File: src/shared/fdc_pkg.sv
// fdc_pkg: constants and types shared by the fieldbus command word decoder.
// assumes a 40 MHz ref_clk; watchdog delay is counted in milliseconds.
package fdc_pkg;
	// ----------------------------------------------------------------
	// command word layout
	// ----------------------------------------------------------------
	localparam int CW_W = 16;
	localparam int B_SWITCH_ON = 0;
	localparam int B_COAST_N = 1;
	localparam int B_QSTOP_N = 2;
	localparam int B_START = 3;
	localparam int B_RAMP_EN = 4;
	localparam int B_RAMP_RUN = 5;
	localparam int B_SETP_EN = 6;
	localparam int B_FAULT_ACK = 7;
	localparam int B_JOG1 = 8;
	localparam int B_JOG2 = 9;
	localparam int B_FB_EN = 10;
	localparam int B_ALIVE = 11;
	localparam int B_ECHO = 15;
	localparam logic [CW_W-1:0] CW_RESET = 16'h0000;
	// ----------------------------------------------------------------
	// control place and timing
	// ----------------------------------------------------------------
	localparam logic [1:0] PLACE_FIELDBUS = 2'h3;
	localparam int CLK_HZ = 40_000_000;
	localparam int WD_MS = 1;
	localparam int WD_TICK = CLK_HZ / 1000 * WD_MS;
	localparam int WD_DLY_W = 16;
	localparam int TICK_W = 16;
	// ----------------------------------------------------------------
	// drive states and ramp modes
	// ----------------------------------------------------------------
	typedef enum logic [2:0] {
		ST_INHIBIT, ST_READY_ON, ST_READY_RUN, ST_RUN, ST_JOG, ST_FAULT
	} fdc_state_t;
	typedef enum logic [1:0] {
		RAMP_ZERO, RAMP_HOLD, RAMP_SETP_ZERO, RAMP_FOLLOW
	} fdc_ramp_t;
	typedef enum logic [1:0] {
		STOP_NONE, STOP_RAMP, STOP_COAST, STOP_QUICK
	} fdc_stop_t;
endpackage : fdc_pkg

File: src/rtl/fdc_command_word.sv
// fdc_command_word: decodes the fieldbus command word into drive commands.
// assumes command_word and I/O pins are asynchronous; drive feedback is
// on ref_clk. a write strobe marks each fieldbus update.
//
// Summary of operation
// RQ1: switch-on rising edge clears inhibit and goes to ready-to-run.
// RQ2: switch-on low makes a ramped stop then ready-to-switch-on.
// RQ3: coast-stop low coasts and enters switch-on inhibit.
// RQ4: quick-stop low runs the configured quick stop function.
// RQ5: start bit high runs the drive, low stops with stop function.
// RQ6: ramp-enable low zeroes ramp output; overrides freeze and setpoint.
// RQ7: ramp-freeze low holds speed and ignores references; beats setpoint.
// RQ8: setpoint-enable low zeroes reference; lowest ramp priority.
// RQ9: faults acknowledged only on a rising edge of fault-reset.
// RQ10: acknowledged fault with voltage removed goes to switch-on inhibit.
// RQ11: start with all ramp bits zero is a fieldbus jog request.
// RQ12: fieldbus jog accepted at zero speed; ramp bits resume at zero.
// RQ13: jog bits select jog references, only when jogging is enabled.
// RQ14: I/O jog starts without start command, needs jog-enable input.
// RQ15: jog requests ignored while a start command is active.
// RQ16: both jog references requested together stops the drive.
// RQ17: fieldbus enable counts only with fieldbus place; else word ignored (ramp_mode still follows the ramp bits).
// RQ18: removing fieldbus enable while running makes a coasting stop.
// RQ19: master toggles the alive bit with about one second period.
// RQ20: missing alive toggles raise a fieldbus communication fault.
// RQ21: nonzero watchdog delay enables supervision; zero disables it.
// RQ22: received alive bit is echoed in status bit fifteen.
// RQ23: word sampled per update; edges found against previous sample.
module fdc_command_word
	import fdc_pkg::*;
(
	input wire logic ref_clk,
	input wire logic rst_n,
	input wire logic clk_en,
	input wire logic [fdc_pkg::CW_W-1:0] fieldbus_command_word,
	input wire logic fieldbus_update,
	input wire logic [1:0] control_place_select,
	input wire logic [fdc_pkg::WD_DLY_W-1:0] watchdog_delay_setting,
	input wire logic aux_jog_enable,
	input wire logic io_jog_enable,
	input wire logic io_jog1,
	input wire logic io_jog2,
	input wire logic fault_active,
	input wire logic fault_voltage_removed,
	input wire logic at_zero_speed,
	output fdc_pkg::fdc_state_t drive_state,
	output fdc_pkg::fdc_ramp_t ramp_mode,
	output fdc_pkg::fdc_stop_t stop_mode,
	output logic run_cmd,
	output logic jog_ref1_sel,
	output logic jog_ref2_sel,
	output logic fault_ack,
	output logic comm_fault,
	output logic fieldbus_active,
	output logic [fdc_pkg::CW_W-1:0] status_echo
);
	logic [CW_W-1:0] cw_sync;
	logic upd_sync;
	logic [2:0] io_sync;
	logic upd_q;
	logic [CW_W-1:0] cw;
	logic [CW_W-1:0] cw_prev;
	logic [CW_W-1:0] next_cw;
	logic [CW_W-1:0] next_cw_prev;
	logic wd_timeout;
	logic fb_place;
	logic fb_en;
	logic on_rise;
	logic ack_rise;
	logic fb_jog_req;
	logic io_jog_req;
	logic both_jogs;
	logic start_req;
	fdc_state_t next_state;
	fdc_ramp_t next_ramp;
	fdc_stop_t next_stop;
	logic next_run;
	logic next_j1;
	logic next_j2;
	logic next_ack;
	logic next_comm;
	logic next_fb_active;
	logic [CW_W-1:0] next_echo;

	// ----------------------------------------------------------------
	// input synchronisers
	// ----------------------------------------------------------------
	// bus word and strobe come from the fieldbus board clock
	fdc_sync #(.W(CW_W + 1)) u_sync_cw (
		.ref_clk(ref_clk),
		.rst_n(rst_n),
		.clk_en(clk_en),
		.din({fieldbus_update, fieldbus_command_word}),
		.dout({upd_sync, cw_sync})
	);

	// I/O terminal jog pins
	fdc_sync #(.W(3)) u_sync_io (
		.ref_clk(ref_clk),
		.rst_n(rst_n),
		.clk_en(clk_en),
		.din({io_jog_enable, io_jog1, io_jog2}),
		.dout(io_sync)
	);

	// ----------------------------------------------------------------
	// link supervision
	// ----------------------------------------------------------------
	fdc_watchdog u_wd (
		.ref_clk(ref_clk),
		.rst_n(rst_n),
		.clk_en(clk_en),
		.alive(cw[B_ALIVE]),
		.watchdog_delay_setting(watchdog_delay_setting),
		.timeout(wd_timeout)
	);

	// ----------------------------------------------------------------
	// command word sampling
	// ----------------------------------------------------------------
	// one sample per update strobe rising edge; previous kept for edges
	always_comb begin
		next_cw = cw;
		next_cw_prev = cw_prev;
		if (upd_sync && !upd_q) begin
			next_cw = cw_sync; // RQ23
			next_cw_prev = cw; // RQ23
		end else begin
			next_cw_prev = cw; // edge seen for one cycle only
		end
	end

	// register samples
	always_ff @(posedge ref_clk) begin
		if (!rst_n) begin
			upd_q <= 1'b0;
			cw <= CW_RESET;
			cw_prev <= CW_RESET;
		end else if (clk_en) begin
			upd_q <= upd_sync;
			cw <= next_cw;
			cw_prev <= next_cw_prev;
		end
	end

	// ----------------------------------------------------------------
	// request decode
	// ----------------------------------------------------------------
	// word only counts with fieldbus place selected and enable set
	assign fb_place = control_place_select == PLACE_FIELDBUS;
	assign fb_en = fb_place && cw[B_FB_EN]; // RQ17
	assign on_rise = fb_en && cw[B_SWITCH_ON] && !cw_prev[B_SWITCH_ON];
	assign ack_rise = fb_en && cw[B_FAULT_ACK] && !cw_prev[B_FAULT_ACK]; // RQ9
	// start with all ramp bits zero means a jog
	assign fb_jog_req = fb_en && cw[B_START] && !cw[B_RAMP_EN]
		&& !cw[B_RAMP_RUN] && !cw[B_SETP_EN]; // RQ11
	assign start_req = fb_en && cw[B_START] && !fb_jog_req;
	// I/O jog needs its enable input, any control place
	assign io_jog_req = io_sync[2] && (io_sync[1] || io_sync[0]); // RQ14
	assign both_jogs = (fb_jog_req && aux_jog_enable
		&& cw[B_JOG1] && cw[B_JOG2])
		|| (io_jog_req && io_sync[1] && io_sync[0]); // RQ16

	// ----------------------------------------------------------------
	// drive state machine
	// ----------------------------------------------------------------
	// priority: comm fault, fault, coast, quick stop, then normal
	always_comb begin
		next_state = drive_state;
		next_stop = STOP_NONE;
		next_run = 1'b0;
		next_j1 = 1'b0;
		next_j2 = 1'b0;
		next_ack = ack_rise;
		next_comm = comm_fault || wd_timeout; // RQ20
		next_fb_active = fb_en;
		case (drive_state)
			ST_FAULT: begin
				if (ack_rise) begin
					next_comm = wd_timeout;
					if (fault_voltage_removed)
						next_state = ST_INHIBIT; // RQ10
					else
						next_state = ST_READY_ON;
				end
			end
			ST_INHIBIT: begin
				if (on_rise && cw[B_COAST_N] && cw[B_QSTOP_N])
					next_state = ST_READY_RUN; // RQ1
			end
			ST_READY_ON: begin
				if (on_rise)
					next_state = ST_READY_RUN; // RQ1
			end
			ST_READY_RUN: begin
				if (io_jog_req && !both_jogs) begin
					next_state = ST_JOG; // RQ14
				end else if (fb_en && !cw[B_SWITCH_ON]) begin
					next_state = ST_READY_ON;
				end else if (fb_jog_req && aux_jog_enable && at_zero_speed
					&& (cw[B_JOG1] ^ cw[B_JOG2])) begin
					next_state = ST_JOG; // RQ12
				end else if (start_req) begin
					next_state = ST_RUN; // RQ5
				end
			end
			ST_RUN: begin
				next_run = 1'b1;
				if (fieldbus_active && !fb_en) begin
					next_stop = STOP_COAST; // RQ18
					next_state = ST_INHIBIT;
				end else if (!cw[B_SWITCH_ON]) begin
					next_stop = STOP_RAMP; // RQ2
					next_state = ST_READY_ON;
				end else if (!start_req) begin
					next_stop = STOP_RAMP; // RQ5
					next_state = ST_READY_RUN;
				end
			end
			ST_JOG: begin
				// jog ignored once a real start is present
				next_run = !start_req && !both_jogs; // RQ15
				next_j1 = io_jog_req ? io_sync[1] : cw[B_JOG1]; // RQ13
				next_j2 = io_jog_req ? io_sync[0] : cw[B_JOG2]; // RQ13
				if (start_req || both_jogs
					|| (!io_jog_req && !fb_jog_req)) begin
					next_stop = STOP_RAMP; // RQ16
					next_j1 = 1'b0;
					next_j2 = 1'b0;
					// ramp bits resume only once speed reaches zero
					if (at_zero_speed)
						next_state = ST_READY_RUN; // RQ12
				end
			end
			default: next_state = ST_INHIBIT;
		endcase
		if (drive_state != ST_FAULT) begin
			if (fault_active || next_comm) begin
				next_state = ST_FAULT; // RQ20
				next_run = 1'b0;
			end else if (fb_en && !cw[B_COAST_N]) begin
				next_stop = STOP_COAST; // RQ3
				next_state = ST_INHIBIT;
				next_run = 1'b0;
			end else if (fb_en && !cw[B_QSTOP_N]) begin
				next_stop = STOP_QUICK; // RQ4
				next_state = ST_INHIBIT;
				next_run = 1'b0;
			end
		end
		// ramp control priority: enable, then freeze, then setpoint
		if (!cw[B_RAMP_EN])
			next_ramp = RAMP_ZERO; // RQ6
		else if (!cw[B_RAMP_RUN])
			next_ramp = RAMP_HOLD; // RQ7
		else if (!cw[B_SETP_EN])
			next_ramp = RAMP_SETP_ZERO; // RQ8
		else
			next_ramp = RAMP_FOLLOW;
		if (drive_state == ST_JOG)
			next_ramp = RAMP_FOLLOW;
		next_echo = '0;
		next_echo[B_ECHO] = cw[B_ALIVE]; // RQ22
	end

	// register state and outputs
	always_ff @(posedge ref_clk) begin
		if (!rst_n) begin
			drive_state <= ST_INHIBIT;
			ramp_mode <= RAMP_ZERO;
			stop_mode <= STOP_NONE;
			run_cmd <= 1'b0;
			jog_ref1_sel <= 1'b0;
			jog_ref2_sel <= 1'b0;
			fault_ack <= 1'b0;
			comm_fault <= 1'b0;
			fieldbus_active <= 1'b0;
			status_echo <= CW_RESET;
		end else if (clk_en) begin
			drive_state <= next_state;
			ramp_mode <= next_ramp;
			stop_mode <= next_stop;
			run_cmd <= next_run;
			jog_ref1_sel <= next_j1;
			jog_ref2_sel <= next_j2;
			fault_ack <= next_ack;
			comm_fault <= next_comm;
			fieldbus_active <= next_fb_active;
			status_echo <= next_echo;
		end
	end

	// ----------------------------------------------------------------
	// assertions
	// ----------------------------------------------------------------
	a_ramp_zero_wins: assert property (@(posedge ref_clk) disable iff (!rst_n)
		clk_en && !cw[B_RAMP_EN] && drive_state != ST_JOG
		|=> ramp_mode == RAMP_ZERO) // RQ6
		else $error("ramp enable low did not zero ramp");
	a_hold_over_setp: assert property (@(posedge ref_clk) disable iff (!rst_n)
		clk_en && cw[B_RAMP_EN] && !cw[B_RAMP_RUN] && drive_state != ST_JOG
		|=> ramp_mode == RAMP_HOLD) // RQ7
		else $error("freeze did not hold ramp");
	a_setp_zero: assert property (@(posedge ref_clk) disable iff (!rst_n)
		clk_en && cw[B_RAMP_EN] && cw[B_RAMP_RUN] && !cw[B_SETP_EN]
		&& drive_state != ST_JOG |=> ramp_mode == RAMP_SETP_ZERO) // RQ8
		else $error("setpoint disable not applied");
	a_ack_on_edge: assert property (@(posedge ref_clk) disable iff (!rst_n)
		clk_en |=> fault_ack == $past(ack_rise)) // RQ9
		else $error("fault acknowledge not tied to rising edge");
	a_coast_inhibit: assert property (@(posedge ref_clk) disable iff (!rst_n)
		clk_en && fb_en && !cw[B_COAST_N] && drive_state != ST_FAULT
		&& !fault_active && !wd_timeout && !comm_fault
		|=> drive_state == ST_INHIBIT && stop_mode == STOP_COAST) // RQ3
		else $error("coast stop did not inhibit");
	a_echo_alive: assert property (@(posedge ref_clk) disable iff (!rst_n)
		clk_en |=> status_echo[B_ECHO] == $past(cw[B_ALIVE])) // RQ22
		else $error("alive bit not echoed");
	a_ignore_word: assert property (@(posedge ref_clk) disable iff (!rst_n)
		clk_en && !fb_en && drive_state == ST_READY_RUN && !io_jog_req
		&& !fault_active && !wd_timeout
		|=> drive_state == ST_READY_RUN) // RQ17
		else $error("command word acted while not enabled");
	a_fault_to_inh: assert property (@(posedge ref_clk) disable iff (!rst_n)
		clk_en && drive_state == ST_FAULT && ack_rise && fault_voltage_removed
		|=> drive_state == ST_INHIBIT) // RQ10
		else $error("acknowledged fault did not inhibit");
	a_no_dual_jog: assert property (@(posedge ref_clk) disable iff (!rst_n)
		clk_en && drive_state == ST_JOG && both_jogs |=> !run_cmd) // RQ16
		else $error("drive ran with both jog references");
	a_comm_fault: assert property (@(posedge ref_clk) disable iff (!rst_n)
		clk_en && wd_timeout |=> comm_fault) // RQ20
		else $error("watchdog timeout missed");
	a_on_rise_ready: assert property (@(posedge ref_clk) disable iff (!rst_n)
		clk_en && drive_state == ST_INHIBIT && on_rise && cw[B_COAST_N]
		&& cw[B_QSTOP_N] && !fault_active && !wd_timeout && !comm_fault
		|=> drive_state == ST_READY_RUN) // RQ1
		else $error("switch-on rise did not leave inhibit");
	c_run: cover property (@(posedge ref_clk) drive_state == ST_RUN);
	c_jog: cover property (@(posedge ref_clk) drive_state == ST_JOG);
	c_fault_ack: cover property (@(posedge ref_clk)
		drive_state == ST_FAULT ##1 drive_state == ST_INHIBIT);
	c_coast: cover property (@(posedge ref_clk) stop_mode == STOP_COAST);
endmodule : fdc_command_word

File: src/rtl/fdc_sync.sv
// fdc_sync: two flip-flop synchroniser for a bus of pin-level inputs.
// assumes inputs are asynchronous to ref_clk; output is the second stage.
module fdc_sync #(
	parameter int W = 1
) (
	input wire logic ref_clk,
	input wire logic rst_n,
	input wire logic clk_en,
	input wire logic [W-1:0] din,
	output logic [W-1:0] dout
);
	logic [W-1:0] meta;
	logic [W-1:0] next_meta;
	logic [W-1:0] next_dout;

	// ----------------------------------------------------------------
	// stages
	// ----------------------------------------------------------------
	// first stage feeds only the second
	always_comb begin
		next_meta = clk_en ? din : meta;
		next_dout = clk_en ? meta : dout;
	end

	// register both stages, cleared by reset
	always_ff @(posedge ref_clk) begin
		if (!rst_n) begin
			meta <= '0;
			dout <= '0;
		end else begin
			meta <= next_meta;
			dout <= next_dout;
		end
	end
endmodule : fdc_sync

File: src/rtl/fdc_watchdog.sv
// fdc_watchdog: supervises toggling of the link-alive pulse.
// assumes alive is sampled once per fieldbus update in ref_clk domain.
module fdc_watchdog
	import fdc_pkg::*;
(
	input wire logic ref_clk,
	input wire logic rst_n,
	input wire logic clk_en,
	input wire logic alive,
	input wire logic [fdc_pkg::WD_DLY_W-1:0] watchdog_delay_setting,
	output logic timeout
);
	logic alive_q;
	logic [TICK_W-1:0] tick;
	logic [WD_DLY_W-1:0] ms;
	logic [TICK_W-1:0] next_tick;
	logic [WD_DLY_W-1:0] next_ms;
	logic next_alive_q;
	logic next_timeout;

	// ----------------------------------------------------------------
	// delay counting
	// ----------------------------------------------------------------
	// any edge of the pulse restarts the delay; zero delay disables it
	always_comb begin
		next_alive_q = alive_q;
		next_tick = tick;
		next_ms = ms;
		next_timeout = timeout;
		if (clk_en) begin
			next_alive_q = alive;
			if (watchdog_delay_setting == '0) begin // RQ21
				next_tick = '0;
				next_ms = '0;
				next_timeout = 1'b0;
			end else if (alive != alive_q) begin
				// a live pulse clears a stale timeout
				next_timeout = 1'b0;
				next_tick = '0;
				next_ms = '0;
			end else if (ms >= watchdog_delay_setting) begin
				next_timeout = 1'b1; // RQ20
			end else if (tick == TICK_W'(WD_TICK - 1)) begin
				next_tick = '0;
				next_ms = ms + 1'b1;
			end else begin
				next_tick = tick + 1'b1;
			end
		end
	end

	// register counters
	always_ff @(posedge ref_clk) begin
		if (!rst_n) begin
			alive_q <= 1'b0;
			tick <= '0;
			ms <= '0;
			timeout <= 1'b0;
		end else begin
			alive_q <= next_alive_q;
			tick <= next_tick;
			ms <= next_ms;
			timeout <= next_timeout;
		end
	end

	a_wd_off_quiet: assert property (@(posedge ref_clk) disable iff (!rst_n)
		watchdog_delay_setting == '0 && clk_en |=> !timeout) // RQ21
		else $error("watchdog timed out while disabled");
endmodule : fdc_watchdog

File: config.mk
export PLATFORM = sky130hd
export DESIGN_NAME = fdc_command_word
export DESIGN_NICKNAME = d
export VERILOG_FILES = /design/src/shared/fdc_pkg.sv /design/src/rtl/fdc_command_word.sv /design/src/rtl/fdc_sync.sv /design/src/rtl/fdc_watchdog.sv
export SDC_FILE = /design/constraint.sdc
export NUM_CORES = 1
export LEC_CHECK = 0
export BUFFER_PORTS_ARGS = -buffer_cell sky130_fd_sc_hd__buf_4
export CAP_MARGIN = 0
export CORE_UTILIZATION = 24
export DETAILED_ROUTE_END_ITERATION = 10
export GPL_ROUTABILITY_DRIVEN = 0
export PLACE_DENSITY = 0.43
export SETUP_SLACK_MARGIN = 0.15
export SLEW_MARGIN = 15
export SYNTH_ARGS = -nofsm -noshare
export SYNTH_HDL_FRONTEND = slang
export SYNTH_HIERARCHICAL = 1
export SYNTH_SLANG_ARGS = --single-unit
File: constraint.sdc
create_clock -name ref_clk -period 5.59 [get_ports ref_clk]
set_input_delay 0.8385 -clock ref_clk [delete_from_list [all_inputs] [get_ports ref_clk]]
set_output_delay 0.8385 -clock ref_clk [all_outputs]
set_load 0.1 [all_outputs]
Word-level counts from Yosys, hierarchy flattened
Index checks and enable logic that the tools add are counted.
{"block": "classes", "n_addsub": 2, "n_lt_le_gt_ge": 1, "n_eq_ne": 10, "muxes": 55, "bitwise_logic": 1, "n_reduce_logical": 56}
{"cell": "$mux W16", "n": 8}
{"cell": "$mux W3", "n": 16}
{"cell": "$add A16 B1 Y16 const B", "n": 2}
{"cell": "$logic_and A1 B1 Y1", "n": 28}
{"cell": "$mux W1", "n": 20}
{"cell": "$pmux W3 S6", "n": 1}
{"cell": "$eq A16 B16 Y1 const B", "n": 1}
{"cell": "$ge A16 B16 Y1", "n": 1}
{"cell": "$logic_not A16 Y1", "n": 1}
{"cell": "$mux W2", "n": 8}
{"cell": "$logic_not A1 Y1", "n": 14}
{"cell": "$eq A3 B2 Y1 const B", "n": 2}
{"cell": "$eq A3 B3 Y1 const B", "n": 2}
{"cell": "$logic_or A1 B1 Y1", "n": 6}
{"cell": "$reduce_and A2 Y1", "n": 3}
{"cell": "$reduce_bool A3 Y1", "n": 2}
{"cell": "$pmux W2 S2", "n": 1}
{"cell": "$eq A3 B1 Y1 const B", "n": 1}
{"cell": "$logic_not A3 Y1", "n": 1}
{"cell": "$ne A3 B1 Y1 const B", "n": 1}
{"cell": "$ne A3 B3 Y1 const B", "n": 1}
{"cell": "$reduce_and A3 Y1", "n": 1}
{"cell": "$eq A2 B2 Y1 const B", "n": 1}
{"cell": "$pmux W1 S2", "n": 1}
{"cell": "other kinds (2)", "n": 2}
{"block": "word_totals", "regBits": 108, "input_bits": 45, "wordCells": 145}

Depth between registers and ports, before layout
Gate-level depths: netlist of the first run.
{"block": "depth", "depth_word": 18, "mapped_depth": 10, "ltp_nobuf": 9}

Hierarchy
The synthesis of the first run kept the hierarchy.
{"module": "fdc_watchdog", "instances": 1, "cells_each": 288, "area_each_um2": 2312.2}
{"module": "fdc_command_word", "instances": 1, "cells_each": 206, "area_each_um2": 1711.6}
{"module": "fdc_sync (u_sync_cw)", "instances": 1, "cells_each": 109, "area_each_um2": 1316.3}
{"module": "fdc_sync (u_sync_io)", "instances": 1, "cells_each": 19, "area_each_um2": 229.0}

Least setup slack after synthesis of the first run
No wires, ideal clock.
{"block": "synth_timing", "kind": "input to register", "startpoint": "input watchdog_delay_setting[13] (netlist name)", "endpoint": "register u_wd.tick[9]", "arrival_time_ps": 2730, "path_slack_ps": 2786, "stages": 10, "path_buffers": 1, "cell_sequence": "inv_1 ha_1 nand4_1 nor3_1 nor4_2 and3_4 buf_12 inv_4 or4_1 a31oi_1"}
{"block": "synth_via", "elab_chain_cells": 3, "word_cells_on_any_way": 5}
{"item": "start: declaration", "line_no": "fdc_command_word.sv:38", "source": "input wire logic [fdc_pkg::WD_DLY_W-1:0] watchdog_delay_setting,"}
{"item": "$ge A16 B16 Y1 or $logic_not A16 Y1 (tied branches)", "line_no": "fdc_watchdog.sv:41, fdc_watchdog.sv:32"}
{"item": "$ne A3 B1 Y1 (no source line)"}
{"item": "$reduce_and A2 Y1 (no source line)"}
{"item": "end signal: assignment", "line_no": "fdc_watchdog.sv:61", "source": "tick <= next_tick;"}
{"item": "end: declaration", "line_no": "fdc_watchdog.sv:14", "source": "logic [TICK_W-1:0] tick;"}
Several ways; a longest one is shown, not always the timed one.
A chain may end at the register's enable or synchronous reset.

Worst setup path after layout of the first run
{"block": "layout_timing", "startpoint": "input watchdog_delay_setting[13] (netlist name)", "endpoint": "register u_wd.tick[12]"}
The elaborated chain is that of the path after synthesis.

==> flow_summary.json, run 1 <==
{
  "num_rows": 53,
  "wl_per_cell_microns": 14.4,
  "dieArea_sq_um": 22600,
  "ir_drop_mv": 0.170,
  "yosysWarnings": 6,
  "cts_buffers": 9,
  "cts_tree": "yes",
  "grt_pass1_vias": 4134,
  "run_status": "complete, no violations",
  "critical_path_required_ns": 5.79,
  "drv_cap": 0,
  "end_kind": "flop",
  "synth.avg_cell_area_sq_um": 8.83,
  "cts_buffer_depth": 2,
  "skew_ns": 0.00793,
  "max_stage_delay_ns": 0.88,
  "fin_crit_sh_pct": 58.8,
  "grt_pass1_wl_microns": 21500,
  "vias_per_cell": 4.79,
  "slew_viol_final": 0,
  "multi_input_area_sq_um": 3010,
  "first_pass_iters": 5,
  "initial_utilization_pct": 24.8,
  "crit_path_start_kind": "input port",
  "critPathBufInv": 2,
  "hp-class": "reg2reg",
  "critical_path.top_delay_family": "simple AND/OR/NAND/NOR gates",
  "postRouteAntennaNets": 0,
  "ctsHoldBuffers": 0,
  "fill_cells": 2259,
  "drc": 0,
  "crit_chain": "buf_4 -> inv_1 -> ha_1 -> nand4_1 -> nor3_2 -> or4b_4 -> a31oi_1 -> nor3_1 -> xnor2_1 -> nor2_1",
  "cts_resized": 0,
  "arrival_ns": 3.48,
  "grt_max_degree": 77,
  "power_leakage_nw": 2.41,
  "max_freq_ghz": 0.304,
  "rsz0062_at_grt": "no",
  "syn2layout_area_growth_pct": 15.3,
  "antenna_found_initial": 0,
  "worstSetupPathDepth": 10,
  "hold_depth": 2,
  "fp.dieH_microns": 150,
  "critical_path_class": "in2reg",
  "htreeDepth": 3,
  "crit_path_top_delay_cell": "a31oi_1",
  "setup_viol": 0,
  "clock_latency_ns": 0.35,
  "insertedDiodeCount": 0,
  "dr_total_vias": 4372,
  "hpwl_microns": 9310,
  "core_sq_um": 21300,
  "synthCells": 598,
  "period_minus_slack_ns": 3.29,
  "rr_worst_depth": 8,
  "slew_headroom_pct": 28.1,
  "path_clk_slew_ns": 0.07,
  "first_iter_violations": 223,
  "grt-ovfl-total": 0,
  "die_w_microns": 150,
  "regArea_sq_um": 1900,
  "nets": 696,
  "whs_ns": 0.483,
  "io_pins": 74,
  "post-cts-setup-buffers": 0,
  "cts.sinks": 95,
  "grtUsageTotal_pct": 12.2,
  "critPathMaxFanout": 13,
  "worstMarginPinSlew_ns": 1.07,
  "synthesis.area_sq_um": 5280,
  "power.density_nw_per_um2": 253,
  "final_util_pct": 28.6,
  "final_layout_size_suffix_gt1_share_pct": 13.9,
  "root_buffer": "clkbuf_16",
  "fin_setup_tns_ns": 0,
  "port_buffers": 54,
  "hold_viol_final": 0,
  "routed_wirelength_microns": 13100,
  "p_total_w": 0.00154
}
layout by cell type, fill, tap and decap left out, drive strengths merged, types with 10 or more instances in the layout:
cell    count
dfxtp      95
buf        56
nor2b      55
mux2i      52
nand2      42
o21ai      33
nor2       30
inv        28
a21oi      25
nand3      23
ha         18
conb       15
nor3       14
nor4       12
nand4      11
clkbuf     11
nor3b      10
o31ai      10
o21a       10
layout make-up:
cell class | count | area share, %
Clock buffer | 11 | 3.99
Clock inverter | 5 | 1.07
Inverter | 26 | 1.64
Multi-Input combinational cell | 445 | 49.5
Sequential cell | 95 | 31.2
Tap cell | 275 | 5.65
Timing Repair Buffer | 56 | 6.91
power by group:
part | internal [W] | total, W | switching (W) | leakage [nW]
Sequential | 0.000693 | 0.000707 | 0.0000145 | 0.771
Clock | 0.000364 | 0.000641 | 0.000276 | 0.144
Combinational | 0.0000623 | 0.000192 | 0.000130 | 1.50
sequential cells by signal, indices dropped and copies added, names as in the netlist, 2 cells and up:
name	count
cw	12
cw_prev	2
drive_state	3
ramp_mode	2
stop_mode	2
u_sync_cw/dout	13
u_sync_cw/meta	13
u_sync_io/dout	3
u_sync_io/meta	3
u_wd/ms	16
u_wd/tick	16
per-layer routing:
layer	vias to the layer above	track usage (%)	part of all wire [%]
li1	2184	-	-
met2	107	19.8	47
met3	11	3.21	5.0
met5	-	0	0
met4	0	2.98	0.90
met1	2070	15.9	47
metrics by stage:
step / instance area (sq um) / worst slack [ns] / cells
finish: 6090 / 2.30 / 913
global placement: 5780 / 1.95 / 897
floorplan: 5330 / 2.79 / 612
CTS: 6090 / 2.27 / 913
global route: 6090 / 2.08 / 913
detailed placement: 5780 / 1.91 / 897
final timing paths:
kind / startpoint / end / slack [ns]
max: watchdog_delay_setting[13] / u_wd/tick[12] / 2.30
min reg2reg: run_cmd / run_cmd / 0.48
max reg2reg: u_wd/ms[13] / u_wd/tick[12] / 2.51
min: run_cmd / run_cmd / 0.48
tightest hold or removal path: stages, from the launching register on:
cell,delay (ns)
dfxtp_1,0.32
nand2_1,0.06
a21boi_1,0.05
Power figures use the tool's default switching activity.
==> run 2, diff against run 1 <==
--- a/config.mk
+++ b/config.mk
@@ -10,7 +10,7 @@
 export CORE_UTILIZATION = 24
 export DETAILED_ROUTE_END_ITERATION = 10
 export GPL_ROUTABILITY_DRIVEN = 0
-export PLACE_DENSITY = 0.43
+export PLACE_DENSITY = 0.44
 export SETUP_SLACK_MARGIN = 0.15
 export SLEW_MARGIN = 15
 export SYNTH_ARGS = -nofsm -noshare
==> constraint.sdc (replaced) <==
create_clock -name ref_clk -period 3 [get_ports ref_clk]
set_input_delay 0.45 -clock ref_clk [delete_from_list [all_inputs] [get_ports ref_clk]]
set_output_delay 0.45 -clock ref_clk [all_outputs]
set_load 0.1 [all_outputs]
==> run 2 against run 1 <==
Against the previous run:
- final area rose by 1.2%
- critical path type is now reg2reg
- sequential power rose by 87%
- non-clock buffer count rose by 10
- core utilization rose by 0.34 points
- combinational power rose by 89%
- power rose by 87%
- cell count rose by 1.1%
- first-iteration DRC count rose by 28%
- clock skew rose by 0.00063 ns
- wire length fell by 0.11%
==> flow_summary.json, run 2 (synthesis results as in run 1) <==
{
  "run_status": "complete, no violations",
  "fill_cells": 2237,
  "mostFrequentLayoutCell": "dfxtp_1",
  "post-cts-setup-buffers": 0,
  "fin_crit_sh_pct": 85.3,
  "dp.cells": 907,
  "fin_setup_tns_ns": 0,
  "dr_total_vias": 4339,
  "r2r_slack_ns": 0.44,
  "io_pins": 74,
  "final_area_sq_um": 6160,
  "hpwl_microns": 9790,
  "critPathMaxFanout": 10,
  "power_leakage_nw": 2.46,
  "drc": 0,
  "syn2layout_area_growth_pct": 16.7,
  "insertedDiodeCount": 0,
  "slew_headroom_pct": 45.7,
  "first_pass_iters": 4,
  "final_layout_size_suffix_gt1_share_pct": 15.3,
  "grt-ovfl-total": 0,
  "port_buffers": 54,
  "die_w_microns": 150,
  "hp-class": "in2reg",
  "cts_resized": 0,
  "htreeDepth": 3,
  "cts_buffer_depth": 2,
  "ctsHoldBuffers": 0,
  "vias_per_cell": 4.70,
  "top_regs": "u_wd/ms: 16 flops, u_wd/tick: 16 flops",
  "cts.sinks": 95,
  "grt_max_degree": 62,
  "antenna_found_initial": 0,
  "drv_cap": 0,
  "worstMarginPinSlew_ns": 0.812,
  "period_minus_slack_ns": 2.56,
  "core_sq_um": 21300,
  "dpl_cell_area_sq_um": 5860,
  "slew_viol_final": 0,
  "postRouteAntennaNets": 0,
  "mostFrequentLayoutCells": "95 x dfxtp_1, 66 x buf_4, 55 x nor2b_1, 52 x mux2i_1, 42 x nand2_1",
  "path_clk_slew_ns": 0.08,
  "clock_latency_ns": 0.35,
  "max_freq_ghz": 0.391,
  "critical_path_class": "reg2reg",
  "critical_path_required_ns": 3.25,
  "final_cell_count_no_fill": 923,
  "routed_wirelength_microns": 13100,
  "dieArea_sq_um": 22600,
  "end_kind": "flop",
  "skew_ns": 0.00856,
  "ir_drop_mv": 0.304,
  "power.density_nw_per_um2": 467,
  "initial_utilization_pct": 24.8,
  "grtUsageTotal_pct": 12.3,
  "cts_buffers": 9,
  "root_buffer": "clkbuf_16",
  "crit_path_start_kind": "flop",
  "hold_viol_final": 0,
  "grt_pass1_wl_microns": 21700,
  "rsz0062_at_grt": "no",
  "fp.dieH_microns": 150,
  "p_total_w": 0.00288,
  "wl_per_cell_microns": 14.2,
  "cts_tree": "yes",
  "nets": 706,
  "num_rows": 53,
  "grt_pass1_vias": 4215,
  "first_iter_violations": 285,
  "arrival_ns": 2.81,
  "setup_viol": 0
}
==> run 2: path summary, 6_finish.rpt <==
| path | from | to | depth (start not counted) |
|---|---|---|---|
| max reg2reg | u_wd/ms[0] | u_wd/ms[4] | 8 |
| min | fieldbus_command_word[8] | u_sync_cw/meta[8] | 3 |
| max | u_wd/ms[0] | u_wd/ms[4] | 8 |
| min reg2reg | run_cmd | run_cmd | 2 |
==> run 2: routing by layer <==
layer | track usage (%) | up-vias | share of wire, %
met5 | 0 | - | 0
met4 | 3.48 | 0 | 1.3
met3 | 3.58 | 12 | 4.9
met2 | 20.2 | 92 | 47
met1 | 15.5 | 2026 | 47
li1 | - | 2209 | -
==> run 2: cell type report <==
cell class	instances	area, sq um	share of cell area [%]
Multi-Input combinational cell	445	3010	48.9
Sequential cell	95	1900	30.9
Timing Repair Buffer	66	495	8.04
Tap cell	275	344	5.58
Clock buffer	10	229	3.72
Inverter	26	100	1.62
Clock inverter	6	76.3	1.24
==> run 2: worst max-delay path, cell delays in order (launching register included) <==
cell and delay [ns]:
dfxtp_1 0.41, inv_1 0.10, ha_1 0.28, nand2b_4 0.15
a2111oi_4 0.32, or4b_4 0.20, nand4_2 0.24, or2_1 0.44
o41ai_1 0.32
==> run 2: per-stage QoR <==
step	hold WS, ns	utilization, %	worst slack, ns
6_report	0.357	28.9	0.441
5_1_grt	0.350	28.9	0.260
4_1_cts	0.339	28.9	0.441
3_5_place_dp	0.466	27.5	0.306
3_3_place_gp	0.474	27.5	0.344
2_1_floorplan	0.457	-	0.584
==> run 2: power breakdown <==
group	total [W]	internal (W)	switching [W]	leakage [nW]
Combinational	0.000363	0.000121	0.000242	1.55
Clock	0.00120	0.000660	0.000535	0.143
Sequential	0.00132	0.00129	0.0000278	0.771
